**src/txu_top_note_unused.sv**
```systemverilog
`timescale 1ns/1ns

```
**src/txu_pkg.sv**
```systemverilog
package txu_pkg;
  // ==========================================================
  // register map (word aligned, apb byte addresses)
  localparam logic [7:0] TXU_REG_CTRL = 8'h00;
  localparam logic [7:0] TXU_REG_FLAGS = 8'h04;
  localparam logic [7:0] TXU_REG_STATUS = 8'h08;
  localparam logic [7:0] TXU_REG_USED = 8'h0C;
  localparam logic [7:0] TXU_REG_PEEK = 8'h10;

  // control register bits
  localparam int TXU_CTRL_STORE_FORWARD = 0;
  localparam int TXU_CTRL_DISCARD_OVERRUN = 1;
  localparam int TXU_CTRL_DEFER_CHECK = 2;
  localparam logic [2:0] TXU_CTRL_RESET = 3'h0;

  // flag register bits, write one to clear
  localparam int TXU_FLAG_TX_ERROR = 0;
  localparam int TXU_FLAG_UNDERRUN = 1;

  // ==========================================================
  // first command word layout
  localparam int TXU_CA_SIZE_LSB = 0;
  localparam int TXU_CA_SIZE_W = 11;
  localparam int TXU_CA_LAST = 12;
  localparam int TXU_CA_FIRST = 13;
  localparam int TXU_CA_OFFSET_LSB = 16;
  localparam int TXU_CA_OFFSET_W = 6;
  localparam int TXU_CA_ALIGN_LSB = 24;
  localparam int TXU_CA_ALIGN_W = 2;

  // end alignment codes
  localparam logic [1:0] TXU_ALIGN_4 = 2'h0;
  localparam logic [1:0] TXU_ALIGN_16 = 2'h1;
  localparam logic [1:0] TXU_ALIGN_32 = 2'h2;

  // second command word layout
  localparam int TXU_CB_LEN_LSB = 0;
  localparam int TXU_CB_TAG_LSB = 16;

  // ==========================================================
  // status word layout
  localparam int TXU_ST_TAG_LSB = 16;
  localparam int TXU_ST_ERROR_SUMMARY = 15;
  localparam int TXU_ST_LOST_CARRIER = 11;
  localparam int TXU_ST_NO_CARRIER = 10;
  localparam int TXU_ST_LATE_COLL = 9;
  localparam int TXU_ST_EXCESS_COLL = 8;
  localparam int TXU_ST_COLL_LSB = 3;
  localparam int TXU_ST_EXCESS_DEFER = 2;
  localparam int TXU_ST_UNDERRUN = 1;
  localparam int TXU_ST_DEFERRED = 0;

  // ==========================================================
  // sizes and limits
  localparam int TXU_STAT_DEPTH = 16;
  localparam int TXU_STAT_AW = 4;
  localparam logic [11:0] TXU_SF_LIMIT = 12'h7F4;

  typedef enum logic [2:0] {
    TXU_S_CMDA = 3'b000,
    TXU_S_CMDB = 3'b001,
    TXU_S_SKIP = 3'b010,
    TXU_S_DATA = 3'b011,
    TXU_S_EMIT = 3'b100,
    TXU_S_PAD = 3'b101
  } txu_state_e;
endpackage

```
**src/txu_top.sv**
```systemverilog
// The register addresses and register access over APB were chosen for this implementation.
`timescale 1ns/1ns
// How it works
// first two words are commands, payload follows
// offset low bits pick first byte lane
// offset bits 5:2 skip whole words
// bytes past buffer end never reach mac
// end padding to 4/16/32 bytes dropped
// host pads buffer to its end alignment
// any byte start/end, edge buffers any length
// host keeps middle buffers four bytes minimum
// host limits store-forward use to 2036 bytes
// skip words, padding, commands consume no space
// one status word per packet in fifo
// pause transmission while status fifo full
// discard mode keeps transmitting when full
// discard overrun shows zero used, blocks writes
// discard overrun never raises transmitter error
// status top half carries packet tag
// error summary ORs bits 11,10,9,8,2,1
// bit 11 carrier lost, bit 10 no carrier
// bit 9 late collision abort
// bit 8 sixteen collisions, 6:3 count
// bit 2 excessive deferral, bit 0 deferred
// bit 1 underrun, also sets underrun flag
// summed sizes must match packet length
// command bit 13 first, bit 12 last
// reserved status bits read zero
module txu_top (
  input wire logic pclk,
  input wire logic presetn,
  input wire logic ce,
  input wire logic psel,
  input wire logic penable,
  input wire logic pwrite,
  input wire logic [7:0] paddr,
  input wire logic [31:0] pwdata,
  output logic [31:0] prdata,
  output logic pready,
  output logic pslverr,
  input wire logic buf_valid,
  input wire logic [31:0] buf_data,
  output logic buf_ready,
  output logic mac_valid,
  output logic [7:0] mac_data,
  output logic mac_last,
  input wire logic mac_ready,
  input wire logic stat_valid,
  input wire logic stat_lost_carrier,
  input wire logic stat_no_carrier,
  input wire logic stat_late_coll,
  input wire logic stat_excess_coll,
  input wire logic [3:0] stat_coll_count,
  input wire logic stat_excess_defer,
  input wire logic stat_underrun,
  input wire logic stat_deferred,
  output logic tx_pause
);
  import txu_pkg::*;

  // ==========================================================
  // state
  typedef struct packed {
    txu_state_e st;
    logic [31:0] cmd_a;
    logic [31:0] cmd_b;
    logic [31:0] first_b;
    logic [11:0] wcnt;
    logic [11:0] cnt;
    logic first_word;
    logic [31:0] hold;
    logic [1:0] lane;
    logic [1:0] last_lane;
    logic [11:0] sum_len;
    logic [11:0] sf_use;
    logic [15:0] pend_tag;
    logic [TXU_STAT_DEPTH-1:0][31:0] mem;
    logic [TXU_STAT_AW-1:0] wp;
    logic [TXU_STAT_AW-1:0] rp;
    logic [TXU_STAT_AW:0] used;
    logic ovr_block;
    logic tx_error;
    logic underrun;
    logic [2:0] ctrl;
    logic buf_ready;
    logic mac_valid;
    logic [7:0] mac_data;
    logic mac_last;
    logic pready;
    logic pslverr;
    logic [31:0] prdata;
    logic tx_pause;
  } txu_regs_s;

  txu_regs_s r;
  txu_regs_s n;

  // ==========================================================
  // helpers
  function automatic txu_state_e txu_after_data(input logic [11:0] w, input logic [1:0] al);
    logic [11:0] m;
    m = 12'h000;
    case (al)
      TXU_ALIGN_16: m = 12'h003;
      TXU_ALIGN_32: m = 12'h007;
      // code 3 is unused and behaves as four-byte alignment
      default: m = 12'h000;
    endcase
    // padding words end the buffer on the chosen boundary
    if ((w & m) == 12'h000) begin
      return TXU_S_CMDA;
    end
    return TXU_S_PAD;
  endfunction

  logic [10:0] bsize;
  logic [1:0] lo;
  logic [3:0] skip;
  logic [1:0] align;
  logic is_last;
  logic is_first;
  logic [11:0] span;
  logic [11:0] dwords;
  logic [31:0] stat_word;
  logic take;
  logic fire;
  logic stat_full;
  logic stat_push;
  logic stat_pop;
  logic apb_wr;
  logic ctrl_wr;
  logic flags_wr;
  logic stat_lost;
  logic err_set;
  logic [31:0] peek;

  always_comb begin
    bsize = r.cmd_a[TXU_CA_SIZE_LSB +: TXU_CA_SIZE_W];
    lo = r.cmd_a[TXU_CA_OFFSET_LSB +: 2];
    skip = r.cmd_a[TXU_CA_OFFSET_LSB + 2 +: 4];
    align = r.cmd_a[TXU_CA_ALIGN_LSB +: TXU_CA_ALIGN_W];
    is_last = r.cmd_a[TXU_CA_LAST];
    is_first = r.cmd_a[TXU_CA_FIRST];
    span = {1'b0, bsize} + {10'h000, lo};
    // only words carrying payload bytes count, partial edges included
    dwords = (bsize == 11'h000) ? 12'h000 : ((span + 12'h003) >> 2);
    stat_word = '0;
    stat_word[TXU_ST_TAG_LSB +: 16] = r.pend_tag;
    stat_word[TXU_ST_LOST_CARRIER] = stat_lost_carrier;
    stat_word[TXU_ST_NO_CARRIER] = stat_no_carrier;
    stat_word[TXU_ST_LATE_COLL] = stat_late_coll;
    stat_word[TXU_ST_EXCESS_COLL] = stat_excess_coll;
    stat_word[TXU_ST_COLL_LSB +: 4] = stat_coll_count;
    stat_word[TXU_ST_EXCESS_DEFER] = stat_excess_defer & r.ctrl[TXU_CTRL_DEFER_CHECK];
    stat_word[TXU_ST_UNDERRUN] = stat_underrun;
    stat_word[TXU_ST_DEFERRED] = stat_deferred;
    stat_word[TXU_ST_ERROR_SUMMARY] = stat_word[TXU_ST_LOST_CARRIER] |
                                      stat_word[TXU_ST_NO_CARRIER] |
                                      stat_word[TXU_ST_LATE_COLL] |
                                      stat_word[TXU_ST_EXCESS_COLL] |
                                      stat_word[TXU_ST_EXCESS_DEFER] |
                                      stat_word[TXU_ST_UNDERRUN];
    take = buf_valid & r.buf_ready;
    fire = r.mac_valid & mac_ready;
    stat_full = (r.used == (TXU_STAT_AW + 1)'(TXU_STAT_DEPTH));
    // a pop needs a finished read, so the setup cycle never moves the head
    stat_pop = psel & penable & r.pready & ~pwrite & (paddr == TXU_REG_STATUS) & (r.used != '0);
    // a read in the same cycle frees the slot that the new word takes
    stat_push = stat_valid & (~stat_full | stat_pop) & ~r.ovr_block;
    stat_lost = stat_valid & stat_full & ~stat_pop;
    apb_wr = psel & penable & r.pready & pwrite;
    ctrl_wr = apb_wr & (paddr == TXU_REG_CTRL);
    flags_wr = apb_wr & (paddr == TXU_REG_FLAGS);
    peek = (r.used == '0) ? 32'h0 : r.mem[r.rp];
  end

  // ==========================================================
  // next state
  always_comb begin
    n = r;
    // error sources gather here so that a software clear cannot hide them
    err_set = 1'b0;
    if (fire) begin
      n.mac_valid = 1'b0;
      n.mac_last = 1'b0;
    end

    case (r.st)
      TXU_S_CMDA: begin
        if (take) begin
          n.cmd_a = buf_data;
          n.wcnt = 12'h001;
          n.st = TXU_S_CMDB;
        end
      end
      TXU_S_CMDB: begin
        if (take) begin
          n.cmd_b = buf_data;
          n.wcnt = r.wcnt + 12'h001;
          n.first_word = 1'b1;
          if (is_first) begin
            n.first_b = buf_data;
            n.sum_len = {1'b0, bsize};
            n.sf_use = dwords << 2;
          end else begin
            n.sum_len = r.sum_len + {1'b0, bsize};
            n.sf_use = r.sf_use + (dwords << 2);
            if (buf_data != r.first_b) begin
              err_set = 1'b1;
            end
          end
          // payload starts after both commands and any whole offset words
          if (skip != 4'h0) begin
            n.cnt = {8'h00, skip};
            n.st = TXU_S_SKIP;
          end else if (dwords != 12'h000) begin
            n.cnt = dwords;
            n.st = TXU_S_DATA;
          end else begin
            n.st = txu_after_data(r.wcnt + 12'h001, align);
          end
        end
      end
      TXU_S_SKIP: begin
        if (take) begin
          // whole offset words are dropped, never queued
          n.wcnt = r.wcnt + 12'h001;
          n.cnt = r.cnt - 12'h001;
          if (r.cnt == 12'h001) begin
            if (dwords != 12'h000) begin
              n.cnt = dwords;
              n.st = TXU_S_DATA;
            end else begin
              n.st = txu_after_data(r.wcnt + 12'h001, align);
            end
          end
        end
      end
      TXU_S_DATA: begin
        if (take) begin
          n.hold = buf_data;
          n.wcnt = r.wcnt + 12'h001;
          n.cnt = r.cnt - 12'h001;
          n.first_word = 1'b0;
          // later words always begin at lane zero
          n.lane = r.first_word ? lo : 2'h0;
          n.last_lane = (r.cnt == 12'h001) ? 2'(span - 12'h001) : 2'h3;
          n.st = TXU_S_EMIT;
        end
      end
      TXU_S_EMIT: begin
        if (~r.mac_valid | mac_ready) begin
          n.mac_valid = 1'b1;
          n.mac_data = 8'(r.hold >> {r.lane, 3'b000});
          n.mac_last = is_last & (r.cnt == 12'h000) & (r.lane == r.last_lane);
          if (n.mac_last) begin
            n.pend_tag = r.cmd_b[TXU_CB_TAG_LSB +: 16];
          end
          if (r.lane == r.last_lane) begin
            // trailing bytes of the final word are left behind
            if (r.cnt != 12'h000) begin
              n.st = TXU_S_DATA;
            end else begin
              n.st = txu_after_data(r.wcnt, align);
            end
          end else begin
            n.lane = r.lane + 2'h1;
          end
        end
      end
      TXU_S_PAD: begin
        if (take) begin
          n.wcnt = r.wcnt + 12'h001;
          n.st = txu_after_data(r.wcnt + 12'h001, align);
        end
      end
      default: begin
        n.st = TXU_S_CMDA;
      end
    endcase

    // end of packet checks once the last buffer is fully consumed
    if ((r.st != TXU_S_CMDA) && (n.st == TXU_S_CMDA) && is_last) begin
      if (n.sum_len != {1'b0, r.cmd_b[TXU_CB_LEN_LSB +: 11]}) begin
        err_set = 1'b1;
      end
      if (r.ctrl[TXU_CTRL_STORE_FORWARD] && (n.sf_use > TXU_SF_LIMIT)) begin
        err_set = 1'b1;
      end
    end

    // ========================================================
    // status fifo
    if (stat_pop) begin
      n.rp = r.rp + 1'b1;
      n.ovr_block = 1'b0;
    end
    if (stat_push) begin
      n.mem[r.wp] = stat_word;
      n.wp = r.wp + 1'b1;
    end
    n.used = r.used + (TXU_STAT_AW + 1)'(stat_push) - (TXU_STAT_AW + 1)'(stat_pop);
    if (stat_lost) begin
      if (r.ctrl[TXU_CTRL_DISCARD_OVERRUN]) begin
        // status is lost; software must resync by tag
        n.ovr_block = 1'b1;
      end else begin
        err_set = 1'b1;
      end
    end

    // ========================================================
    // apb slave, no wait states: ready in first access cycle
    n.pready = psel & ~penable & ~r.pready;
    n.pslverr = 1'b0;
    if (psel & ~penable) begin
      n.prdata = 32'h0;
      n.pslverr = (paddr > TXU_REG_PEEK) | (paddr[1:0] != 2'h0);
      case (paddr)
        TXU_REG_CTRL: n.prdata = {29'h0, r.ctrl};
        TXU_REG_FLAGS: n.prdata = {30'h0, r.underrun, r.tx_error};
        TXU_REG_STATUS: n.prdata = peek;
        TXU_REG_USED: n.prdata = r.ovr_block ? 32'h0 : {27'h0, r.used};
        TXU_REG_PEEK: n.prdata = peek;
        default: n.prdata = 32'h0;
      endcase
    end
    if (ctrl_wr) begin
      n.ctrl = pwdata[2:0];
    end
    if (flags_wr) begin
      if (pwdata[TXU_FLAG_TX_ERROR]) begin
        n.tx_error = 1'b0;
      end
      if (pwdata[TXU_FLAG_UNDERRUN]) begin
        n.underrun = 1'b0;
      end
    end
    // hardware sets win over a same-cycle clear
    if (err_set) begin
      n.tx_error = 1'b1;
    end
    if (stat_valid & stat_underrun) begin
      n.underrun = 1'b1;
    end

    // ========================================================
    // flow control: a new packet waits while the status fifo is full and discard mode is off
    // a buffer already started runs to its end; each new buffer waits at its commands
    n.tx_pause = (n.used == (TXU_STAT_AW + 1)'(TXU_STAT_DEPTH)) &
                 ~n.ctrl[TXU_CTRL_DISCARD_OVERRUN];
    n.buf_ready = (n.st != TXU_S_EMIT) &
                  ~((n.st == TXU_S_CMDA) & n.tx_pause);
  end

  // ==========================================================
  // registers
  always_ff @(posedge pclk or negedge presetn) begin
    if (!presetn) begin
      r <= '0;
    end else if (ce) begin
      r <= n;
    end
  end

  assign prdata = r.prdata;
  assign pready = r.pready;
  assign pslverr = r.pslverr;
  assign buf_ready = r.buf_ready;
  assign mac_valid = r.mac_valid;
  assign mac_data = r.mac_data;
  assign mac_last = r.mac_last;
  assign tx_pause = r.tx_pause;
endmodule

```
**config.mk**
```make
export PLATFORM = sky130hd
export DESIGN_NAME = txu_top
export DESIGN_NICKNAME = d
export VERILOG_FILES = /design/src/txu_top_note_unused.sv /design/src/txu_pkg.sv /design/src/txu_top.sv
export SDC_FILE = /design/constraint.sdc
export NUM_CORES = 1
export LEC_CHECK = 0
export BUFFER_PORTS_ARGS = -buffer_cell sky130_fd_sc_hd__buf_2
export CORE_ASPECT_RATIO = 1.2
export CORE_MARGIN = 2
export CORE_UTILIZATION = 45
export CTS_CLUSTER_SIZE = 16
export DETAILED_ROUTE_END_ITERATION = 8
export PLACE_DENSITY_LB_ADDON = 0.2
export SETUP_SLACK_MARGIN = 0.2
export SLEW_MARGIN = 10
export SYNTH_ARGS = -nofsm -noshare
export SYNTH_HDL_FRONTEND = slang
export SYNTH_SLANG_ARGS = --single-unit
```
**constraint.sdc**
```tcl
create_clock -name pclk -period 5.2 [get_ports pclk]
set_input_delay 0.78 -clock pclk [delete_from_list [all_inputs] [get_ports pclk]]
set_output_delay 0.78 -clock pclk [all_outputs]
set_load 0.1 [all_outputs]
```
# Word level (Yosys, flattened, before mapping)

Cells that the tools add are included.

$add $sub $neg: 12
Order comparisons: 5
Eq/ne operators: 26
Shift-type cells: 1
Muxes and demuxes: 105
Bitwise operators: 44
Reduce and logical (&&, ||, !) cells: 45

Operators with widths:

| kind                | count |
|---|---|
| $bwmux W512         | 1 |
| $mux W12            | 19 |
| $bmux W32 S4        | 1 |
| $demux W32 S4       | 1 |
| $pmux W32 S4        | 1 |
| $mux W24            | 4 |
| $mux W32            | 3 |
| $mux W61            | 1 |
| $logic_not A12 Y1   | 5 |
| $pmux W12 S5        | 1 |
| $mux W3             | 19 |
| $and A12 B12 Y12    | 4 |
| $mux W1             | 36 |
| $pmux W12 S3        | 1 |
| $mux W35            | 1 |
| $mux W33            | 1 |
| $ne A32 B32 Y1      | 1 |
| $shr A32 B5 Y8      | 1 |
| $mux W10            | 3 |
| $mux W25            | 1 |
| $reduce_bool A12 Y1 | 2 |
| $and A1 B1 Y1       | 23 |
| $pmux W3 S6         | 1 |
| $reduce_and A3 Y1   | 6 |
| other kinds (51)    | 101 |

Flip-flop bits (word level): 777
Bits of input ports: 92
Word-level logic and storage cells: 283

# Logic depth before layout (Yosys ltp)

Gate-level depths: netlist of the first run.

Depth in word-level cells: 28
Depth in mapped cells: 22
Mapped depth without buffers: 22

# Worst setup path before layout of the first run

OpenSTA, ideal clock, no wires.

Path kind: reg-to-reg
Start: register r (netlist bit bsize[0])
End: register r[50] in the netlist's numbering
Data arrival time: 4288 ps
Setup slack: 847 ps
Stages on the path, launching flop included: 18
Clock period less this slack: 4353 ps
Cell sequence: dfrtp_1 -> ha_1 -> fa_1 -> inv_1 -> ha_1 -> or4_4 -> nor2_1 -> xor2_1 -> inv_1 -> ha_1 -> or2_2 -> o31ai_1 -> nor2_1 -> xor2_1 -> a222oi_1 -> or4b_1 -> o2111ai_1 -> o22a_1

Word-level cells in the longest chain between the ends: 16
Elaborated cells between the ends (all ways): 32
Those cells by class: add/sub: 4; order compare: 1; eq/ne: 1; mux: 17; reduce/logical: 9

Ends and longest elaborated chain:

| what                                                                     | RTL line       | source |
|---|---|---|
| start: declaration                                                       | txu_top.sv:95  | `txu_regs_s r;` |
| start signal: assignment                                                 | txu_top.sv:362 | `r <= n;` |
| parallel branches: the longest is 11 deep, another holds $add A11 B2 Y12 | n/a            |  |
| $mux W1 (*)                                                              | txu_top.sv:283 | `if ((r.st != TXU_S_CMDA) && (n.st == TXU_S_CMDA) && is_last) begin` |
| $mux W1                                                                  | txu_top.sv:304 | `if (r.ctrl[TXU_CTRL_DISCARD_OVERRUN]) begin` |
| $mux W1 (*)                                                              | txu_top.sv:303 | `if (stat_lost) begin` |
| $reduce_bool A2 Y1 (no source line)                                      | n/a            |  |
| $reduce_and A3 Y1 (no source line)                                       | n/a            |  |

Every way passes the cells marked *.
A chain may end at the register's enable or synchronous reset.

# Worst setup path after layout of the first run

Same ends and word-level chain as after synthesis.

==> flow_summary.ini, run 1 <==
[critical_path]
path_cells = ha_2 -> fa_2 -> inv_1 -> ha_1 -> or4_4 -> nor2_1 -> xor2_1 -> inv_2 -> ha_1 -> or2_2 -> o31ai_1 -> nor2_1 -> xor2_1 -> a222oi_1 -> or4b_1 -> o2111ai_1 -> o22a_1
end_kind = flip-flop
arrival_ns = 5.30
path_max_fanout = 7
r2r-end = r[50]$_DFFE_PN0P_
max_stage_delay_ns = 0.58
crit_type = reg2reg
r2r_slack_ns = 0.47
start_kind = flip-flop
rr_startpoint = bsize[0]$_DFFE_PN0P_
crit_path_top_delay_cell = or4_4
critPathRequiredTime_ns = 5.77
worstRegToRegCells = 17

[synthesis]
syn_area_mm2 = 0.0334
synth_top_area_cell = dfrtp_1
synth_top_family_by_area = multiplexers
synth_edf_count = 0
ys_ff_latch = 684
synth_top_cell_area_share = 0.513
syn_area_per_cell_um2 = 13.0
yosys_warnings = 0
synthAdderAreaFrac = 0.0166
synth_xor_xnor_area_share = 0.0243
synth_cells = 2567
synthMuxAreaShare = 0.285
synth-simple-area-share = 0.0706
synth.area.top_cells = dfrtp_1 51%, mux2_2 18%, mux4_2 10%, nand2_1 2.6%, xnor2_1 1.7%
yosysSeqAreaShare = 0.513
synth_compound_area_frac = 0.0548
synthArstFlopShare = 1.00
synth.distinct_cells = 90
ys.flop_type = dfrtp_1

[die]
start_util = 0.454
dieArea_mm2 = 0.0764
die_y_um = 302
die_w_um = 253
core-area_mm2 = 0.0735
rows = 109
pin_count = 138

[sta]
tightest_slew_ns = 1.10
slew_viol_final = 0
setup_tns_ns = 0
fin_crit_ns = 4.73
setup_viol = 0
hold_violations = 0
rsz0062_at_grt = false
clock.fmax_mhz = 212
fin_worst_skew_ns = 0.0259
slew_headroom = 0.269
timing.final.crit_share = 0.909
whs_ns = 0.225

[global_route]
grt-ovfl-total = 0
grt_use_total = 0.226
grt_antenna_before_repair = 1
grt_pass1_vias = 22000
grt_start_max_net_pins = 132
grt_pass1_wl_um = 132000

[place]
io_buffer_count = 104
gp_routability_congestion = 0.868
place_hpwl_um = 53400

[layout]
multi_input_area_mm2 = 0.0152
final_cell_mix = 680 x dfrtp_1, 526 x mux2_2, 231 x nand2_1
drive_above_1_share = 0.380
final.fill_count = 6300
final_nets = 2724
register_area_mm2 = 0.0171
areaGrowthSynthToFinish_pct = 11.8
final_common_cell = dfrtp_1
antenna_cells = 0

[cts]
worstSkewPairLatency_ns = 0.63
cts.sinks = 684
clk_path_buf_depth = 3
cts_setup_buffers = 0
cts_resized = 0
cts_buffers = 73
clkTransAtPathRegs_ns = 0.06
clock-root-buffer = clkbuf_16
cts_tree = built
hold_buffers = 0
htree_levels = 3

[power]
p_sw_mw = 5.73
swShare = 0.337
seqPwrFrac = 0.393
p_per_area_mw_per_mm2 = 455
power_frac_comb = 0.283
p_leak_nw = 17.5
internal-power_mw = 11.3
peakVddDrop_uv = 327
p_clk_frac = 0.324

[routing]
firstDrtPassIters = 5
drt_iter0_markers = 1281
viasPerCell = 5.80
antenna_left = 0
vias = 20800
drc = 0
drt_wl_total_um = 84200
routedWlPerCell_um = 23.4

[status]
status = completed

[run]
max_cap_violations = 0

[hold_path]
hold_path.class = in2async
-- routing by layer --
metal  up-vias  GRT usage  part of all wire
met3       126     0.0297             0.033
met4         2     0.0752             0.028
li1       9345          -                 -
met5         -          0           0.00015
met1     11000      0.288              0.42
met2       371      0.399              0.51
-- state kept, by name (all words and copies together) (netlist names) --
signal     flops
bsize         11
mac_valid      1
pready         1
pslverr        1
align          2
buf_ready      1
lo             2
mac_last       1
tx_pause       1
is_last        1
mac_data       8
r            625
prdata        28
is_first       1
-- kinds of logic after synthesis --
group	after synthesis
xor+xnor	90
other cells	1
simple gates	497
mux	698
flops	684
fa+ha+maj	42
buf+inv	272
compound gates	283
-- worst max-delay path by stage --
| stage | startpoint | to | slack [ns] | cells past startpoint |
|---|---|---|---|---|
| floorplan | bsize[0]$_DFFE_PN0P_ | r[50]$_DFFE_PN0P_ | 0.85 | 17 |
| global placement | bsize[0]$_DFFE_PN0P_ | r[50]$_DFFE_PN0P_ | 0.43 | 17 |
| detailed placement | bsize[0]$_DFFE_PN0P_ | r[50]$_DFFE_PN0P_ | 0.36 | 17 |
| CTS | bsize[0]$_DFFE_PN0P_ | r[50]$_DFFE_PN0P_ | 0.33 | 17 |
| global route | bsize[0]$_DFFE_PN0P_ | r[50]$_DFFE_PN0P_ | 0.23 | 17 |
| finish | bsize[0]$_DFFE_PN0P_ | r[50]$_DFFE_PN0P_ | 0.47 | 17 |
-- cell usage after synthesis, drive strengths merged, types with 3 or more instances --
cell type    n
a2111oi      4
o211ai       8
a21oi       59
a22o         4
o21a         5
buf         74
a31oi       11
o211a        3
o22ai        4
nand4       21
and2         7
or2          3
o21ai      110
nor2b       11
o31ai        9
a21o        13
mux2       535
xnor2       67
a22oi        4
or3          5
nor4        12
ha          38
nor2        86
nand4b       3
fa           4
nor3b       11
dfrtp      684
or4b         6
clkbuf     142
mux2i       15
a32o         3
mux4       148
nor3        29
or4          7
nand2b       9
and3         7
a221oi       5
xor2        23
inv         56
nand2      233
a211oi      13
nand3       35
nor4b        5
-- power groups by stage --
stage                     sequential, mW  combinational, mW  clock [mW]
after detailed placement            6.77               4.77           0
after global placement              6.73               4.67           0
after floorplan                     6.47               3.74           0
after global routing                6.77               5.32        5.87
final                               6.68               4.80        5.50
after CTS                           6.67               4.80        5.64
-- stage by stage --
step           std cells  utilization  power (mW)  cell area (um^2)  setup WS, ns
3_3_place_gp        3458        0.473        11.4             34700         0.431
5_1_grt             3591        0.508        18.0             37300         0.226
3_5_place_dp        3458        0.473        11.5             34700         0.359
4_1_cts             3591        0.508        17.1             37300         0.334
6_report            3591        0.508        17.0             37300         0.474
2_1_floorplan       2570            -        10.2             33400         0.847
-- cell type report --
class / instances / share of cell area
clock buffers: 110 / 0.0586
repair buffers: 161 / 0.0284
clock inverters: 23 / 0.0103
inverters: 56 / 0.00563
well taps: 943 / 0.0316
multi-input cells: 1614 / 0.407
flip-flops and latches: 684 / 0.459
-- worst max-delay path: cells and delay by family (launching register included) --
kind | cells | cell delay, ns
simple gates | 5 | 1.68
xor+xnor | 2 | 0.45
compound gates | 4 | 0.56
flops | 1 | 0.44
buf+inv | 2 | 0.14
fa+ha+maj | 4 | 1.38
No activity file was read; power rests on OpenSTA's default activity.
==> run 2: changes to the inputs <==
- REMOVE_ABC_BUFFERS: default -> 1
==> flow_summary.ini, run 2 (synthesis results as in run 1) <==
[cts]
htree_levels = 3
clock-root-buffer = clkbuf_16
hold_buffers = 0
cts_tree = built
clk_path_buf_depth = 3
worstSkewPairLatency_ns = 0.62
cts_buffers = 74
clkTransAtPathRegs_ns = 0.06
cts.sinks = 684

[global_route]
grt_pass1_vias = 22100
grt_use_total = 0.224
grt-ovfl-total = 0
grt_pass1_wl_um = 131000
grt_antenna_before_repair = 1
grt_start_max_net_pins = 147

[status]
status = completed

[sta]
hold_violations = 0
slew_headroom = 0.267
rsz0062_at_grt = false
slew_viol_final = 0
fin_crit_ns = 4.75
fin_ws_ns = 0.447
tightest_slew_ns = 1.10
clock.fmax_mhz = 210
fin_worst_skew_ns = 0.0222
timing.final.crit_share = 0.914
setup_viol = 0

[routing]
drt_wl_total_um = 83600
routedWlPerCell_um = 23.3
vias = 20900
drc = 0
drt_iter0_markers = 1148
viasPerCell = 5.81
antenna_left = 0
firstDrtPassIters = 5

[die]
core-area_mm2 = 0.0735
dieArea_mm2 = 0.0764
start_util = 0.454
rows = 109
die_y_um = 302
die_w_um = 253
pin_count = 138

[critical_path]
critPathRequiredTime_ns = 5.76
start_kind = flip-flop
end_kind = flip-flop
path_max_fanout = 7
crit_type = reg2reg
arrival_ns = 5.31

[run]
max_cap_violations = 0

[layout]
areaGrowthSynthToFinish_pct = 11.9
final_common_cell = dfrtp_1
final_util = 0.508
antenna_cells = 0
finalNonFillerCells = 3590
drive_above_1_share = 0.383
largest_reg_flops = 625
final.fill_count = 6280
final_cell_mix = 680 x dfrtp_1, 526 x mux2_2, 231 x nand2_1
regMostFlops = r
final_nets = 2725

[power]
p_per_area_mw_per_mm2 = 454
peakVddDrop_uv = 413
p_leak_nw = 17.5
total_power_mw = 17.0

[place]
gp_routability_congestion = 0.913
place_inst = 3455
dp_slack_ns = 0.296
io_buffer_count = 104
place_hpwl_um = 53200

[hold_path]
hold_path.class = in2async
==> run 2: timing repair <==
item                                    4_1_cts  5_1_grt
resized for setup                             0        6
endpoints found under the hold margin         0        0
endpoints found under the setup margin        0        1
buffers inserted                              0        3
==> run 2: area by class of cell <==
type                            count  area (um^2)  area share
Multi-Input combinational cell   1614        15200       0.407
Clock buffer                      105         2210      0.0591
Clock inverter                     27          337     0.00901
Tap cell                          943         1180      0.0316
Inverter                           56          210     0.00563
Sequential cell                   684        17100       0.458
Timing Repair Buffer              161         1110      0.0297
==> run 2: worst paths after layout <==
kind                                              from                endpoint  slack [ns]  cells after the start
worst max-delay path              bsize[0]$_DFFE_PN0P_       r[50]$_DFFE_PN0P_        0.45                     17
worst min-delay path                           presetn      r[485]$_DFFE_PN0P_        0.13                      1
worst max register to register    bsize[0]$_DFFE_PN0P_       r[50]$_DFFE_PN0P_        0.45                     17
worst min register to register  prdata[11]$_DFFE_PN0P_  prdata[11]$_DFFE_PN0P_        0.47                      2
max in group asynchronous                      presetn  prdata[26]$_DFFE_PN0P_        3.73                      2
min in group pclk                            pwdata[2]       r[48]$_DFFE_PN0P_        0.42                      2
==> run 2: where the power goes <==
| part | internal (mW) | total (mW) | switching [mW] |
|---|---|---|---|
| Clock | 3.27 | 5.46 | 2.19 |
| Combinational | 2.07 | 4.86 | 2.79 |
| Sequential | 5.93 | 6.65 | 0.717 |
==> run 2: layer usage <==
metal	up-vias	GRT usage	part of all wire
met2	441	0.389	0.51
met1	11000	0.289	0.42
li1	9341	-	-
met4	0	0.0799	0.029
met5	-	0	0
met3	131	0.0277	0.038
==> run 2: worst max-delay path: stages (launching register included) <==
cell and delay, ns:
dfrtp_1 0.43, ha_2 0.26, fa_2 0.55, inv_1 0.04
ha_1 0.27, or4_4 0.57, nor2_1 0.19, xor2_2 0.22
inv_1 0.14, ha_1 0.32, or2_2 0.32, o31ai_1 0.09
nor2_1 0.09, xor2_1 0.15, a222oi_1 0.14, or4b_1 0.56
o2111ai_1 0.20, o22a_1 0.16
==> run 2: through the flow <==
step | area [um^2] | TNS, ns | hold slack [ns]
after floorplan | 32400 | -16.59 | 0.440
after global placement | 34800 | 0 | 0.454
after detailed placement | 34800 | 0 | 0.460
after CTS | 37300 | 0 | 0.144
after global routing | 37400 | 0 | 0.168
final | 37400 | 0 | 0.131
==> run 3: changes to the inputs <==
- CORE_UTILIZATION: 45 -> 50
==> flow_summary.ini, run 3 (synthesis results as in run 1) <==
[sta]
clock.fmax_mhz = 209
fin_crit_ns = 4.78
timing.final.crit_share = 0.920
whs_ns = 0.270
tightest_slew_ns = 1.09
rsz0062_at_grt = false
fin_worst_skew_ns = 0.0152
slew_viol_final = 0
slew_headroom = 0.275
hold_violations = 0
setup_viol = 0

[critical_path]
crit_path_top_delay_cell = or4_4
arrival_ns = 5.32
r2r_slack_ns = 0.42
path_max_fanout = 7
max_stage_delay_ns = 0.57
crit_family = simple AND/OR/NAND/NOR gates
crit_type = reg2reg
crit_buf_inv = 2
critPathRequiredTime_ns = 5.74
end_kind = flip-flop
start_kind = flip-flop
path_cells = ha_2 -> fa_1 -> inv_1 -> ha_1 -> or4_4 -> nor2_1 -> xor2_1 -> inv_1 -> ha_1 -> or2_2 -> o31ai_1 -> nor2_1 -> xor2_1 -> a222oi_1 -> or4b_1 -> o2111ai_1 -> o22a_1

[layout]
final_cell_mix = 680 x dfrtp_1, 526 x mux2_2, 231 x nand2_1
final_area_mm2 = 0.0371
multi_input_area_mm2 = 0.0152
drive_above_1_share = 0.379
register_area_mm2 = 0.0171
largest_reg_flops = 625
final_common_cell = dfrtp_1
areaGrowthSynthToFinish_pct = 11.0
regMostFlops = r
final.fill_count = 5480
final_nets = 2723
antenna_cells = 0

[power]
peakVddDrop_uv = 465
p_sw_mw = 5.59
p_clk_frac = 0.311
power_frac_comb = 0.289
p_per_area_mw_per_mm2 = 449
total_power_mw = 16.6
swShare = 0.336
p_leak_nw = 17.4
internal-power_mw = 11.0
seqPwrFrac = 0.400

[place]
io_buffer_count = 104
placed_cell_area_mm2 = 0.0347
place_hpwl_um = 50700
gp_routability_congestion = 0.863

[routing]
vias = 20800
viasPerCell = 5.90
drt_iter0_markers = 1216
antenna_left = 0
routedWlPerCell_um = 22.9
drt_wl_total_um = 80900
firstDrtPassIters = 5
drc = 0

[status]
status = completed

[die]
dieArea_mm2 = 0.0689
pin_count = 138
core-area_mm2 = 0.0660
rows = 103
die_y_um = 287
die_w_um = 240
start_util = 0.506

[cts]
worstSkewPairLatency_ns = 0.61
clock-root-buffer = clkbuf_16
clkTransAtPathRegs_ns = 0.06
cts.sinks = 684
clk_path_buf_depth = 3
htree_levels = 3
cts_tree = built
cts_buffers = 72

[global_route]
grt_start_max_net_pins = 150
grt_pass1_wl_um = 128000
grt_pass1_vias = 22200
grt_antenna_before_repair = 1
grt-ovfl-total = 0
grt_use_total = 0.243

[run]
max_cap_violations = 0

[hold_path]
hold_path.class = in2async
==> run 3: cell types whose count changed in the layout (fill, tap and decap cells not counted), sizes merged <==
cell	change
clkinv	-1
clkinvlp	+2
clkbuf	-3
inv	-3
bufinv	-1
==> run 3: area by class of cell <==
type,instances,share of cell area
Timing Repair Buffer,161,0.0286
Clock inverter,24,0.00733
Clock buffer,102,0.0566
Sequential cell,684,0.462
Multi-Input combinational cell,1614,0.410
Tap cell,892,0.0301
Inverter,56,0.00567
==> run 3: repair_timing <==
| item | CTS | global route |
|---|---|---|
| setup endpoints to repair | 0 | 1 |
| gates resized for setup | 0 | 4 |
| hold buffers | 0 | 0 |
| buffers inserted | 0 | 1 |
==> run 3: through the flow <==
step	setup slack (ns)	util	cells	setup TNS, ns
final	0.417	0.562	3533	0
after global routing	0.210	0.562	3533	0
after CTS	0.302	0.561	3532	0
after detailed placement	0.323	0.525	3406	0
after global placement	0.426	0.525	3406	0
after floorplan	-0.795	-	2354	-16.59
==> run 3: path summary, 6_finish.rpt <==
path	start	to	depth (start not counted)
max	bsize[0]$_DFFE_PN0P_	r[50]$_DFFE_PN0P_	17
min	presetn	r[101]$_DFFE_PN0P_	1
max reg2reg	bsize[0]$_DFFE_PN0P_	r[50]$_DFFE_PN0P_	17
min reg2reg	r[731]$_DFFE_PN0P_	r[731]$_DFFE_PN0P_	2
max in group asynchronous	presetn	r[379]$_DFFE_PN0P_	2
min in group pclk	pwdata[2]	r[48]$_DFFE_PN0P_	2
==> run 3: power by group through the flow <==
stage	clock network [mW]	logic, mW	registers, mW
5_1_grt	5.52	5.32	6.74
6_report	5.17	4.81	6.65
2_1_floorplan	0	3.25	6.81
3_5_place_dp	0	4.72	6.74
3_3_place_gp	0	4.61	6.70
4_1_cts	5.29	4.74	6.65
==> run 3: worst reg2reg max path: stages, from the launching register on <==
cell and delay [ns]:
dfrtp_1 0.43, ha_2 0.26, fa_1 0.53, inv_1 0.05, ha_1 0.27, or4_4 0.58
nor2_1 0.14, xor2_1 0.30, inv_1 0.16, ha_1 0.33, or2_2 0.32, o31ai_1 0.10
nor2_1 0.09, xor2_1 0.14, a222oi_1 0.12, or4b_1 0.56, o2111ai_1 0.20, o22a_1 0.16
==> run 3: per-layer routing <==
layer | track usage | vias to the layer above | part of all wire
met1 | 0.314 | 10900 | 0.42
met5 | 0 | - | 0
met4 | 0.0817 | 0 | 0.027
met3 | 0.0291 | 144 | 0.041
met2 | 0.425 | 466 | 0.51
li1 | - | 9324 | -
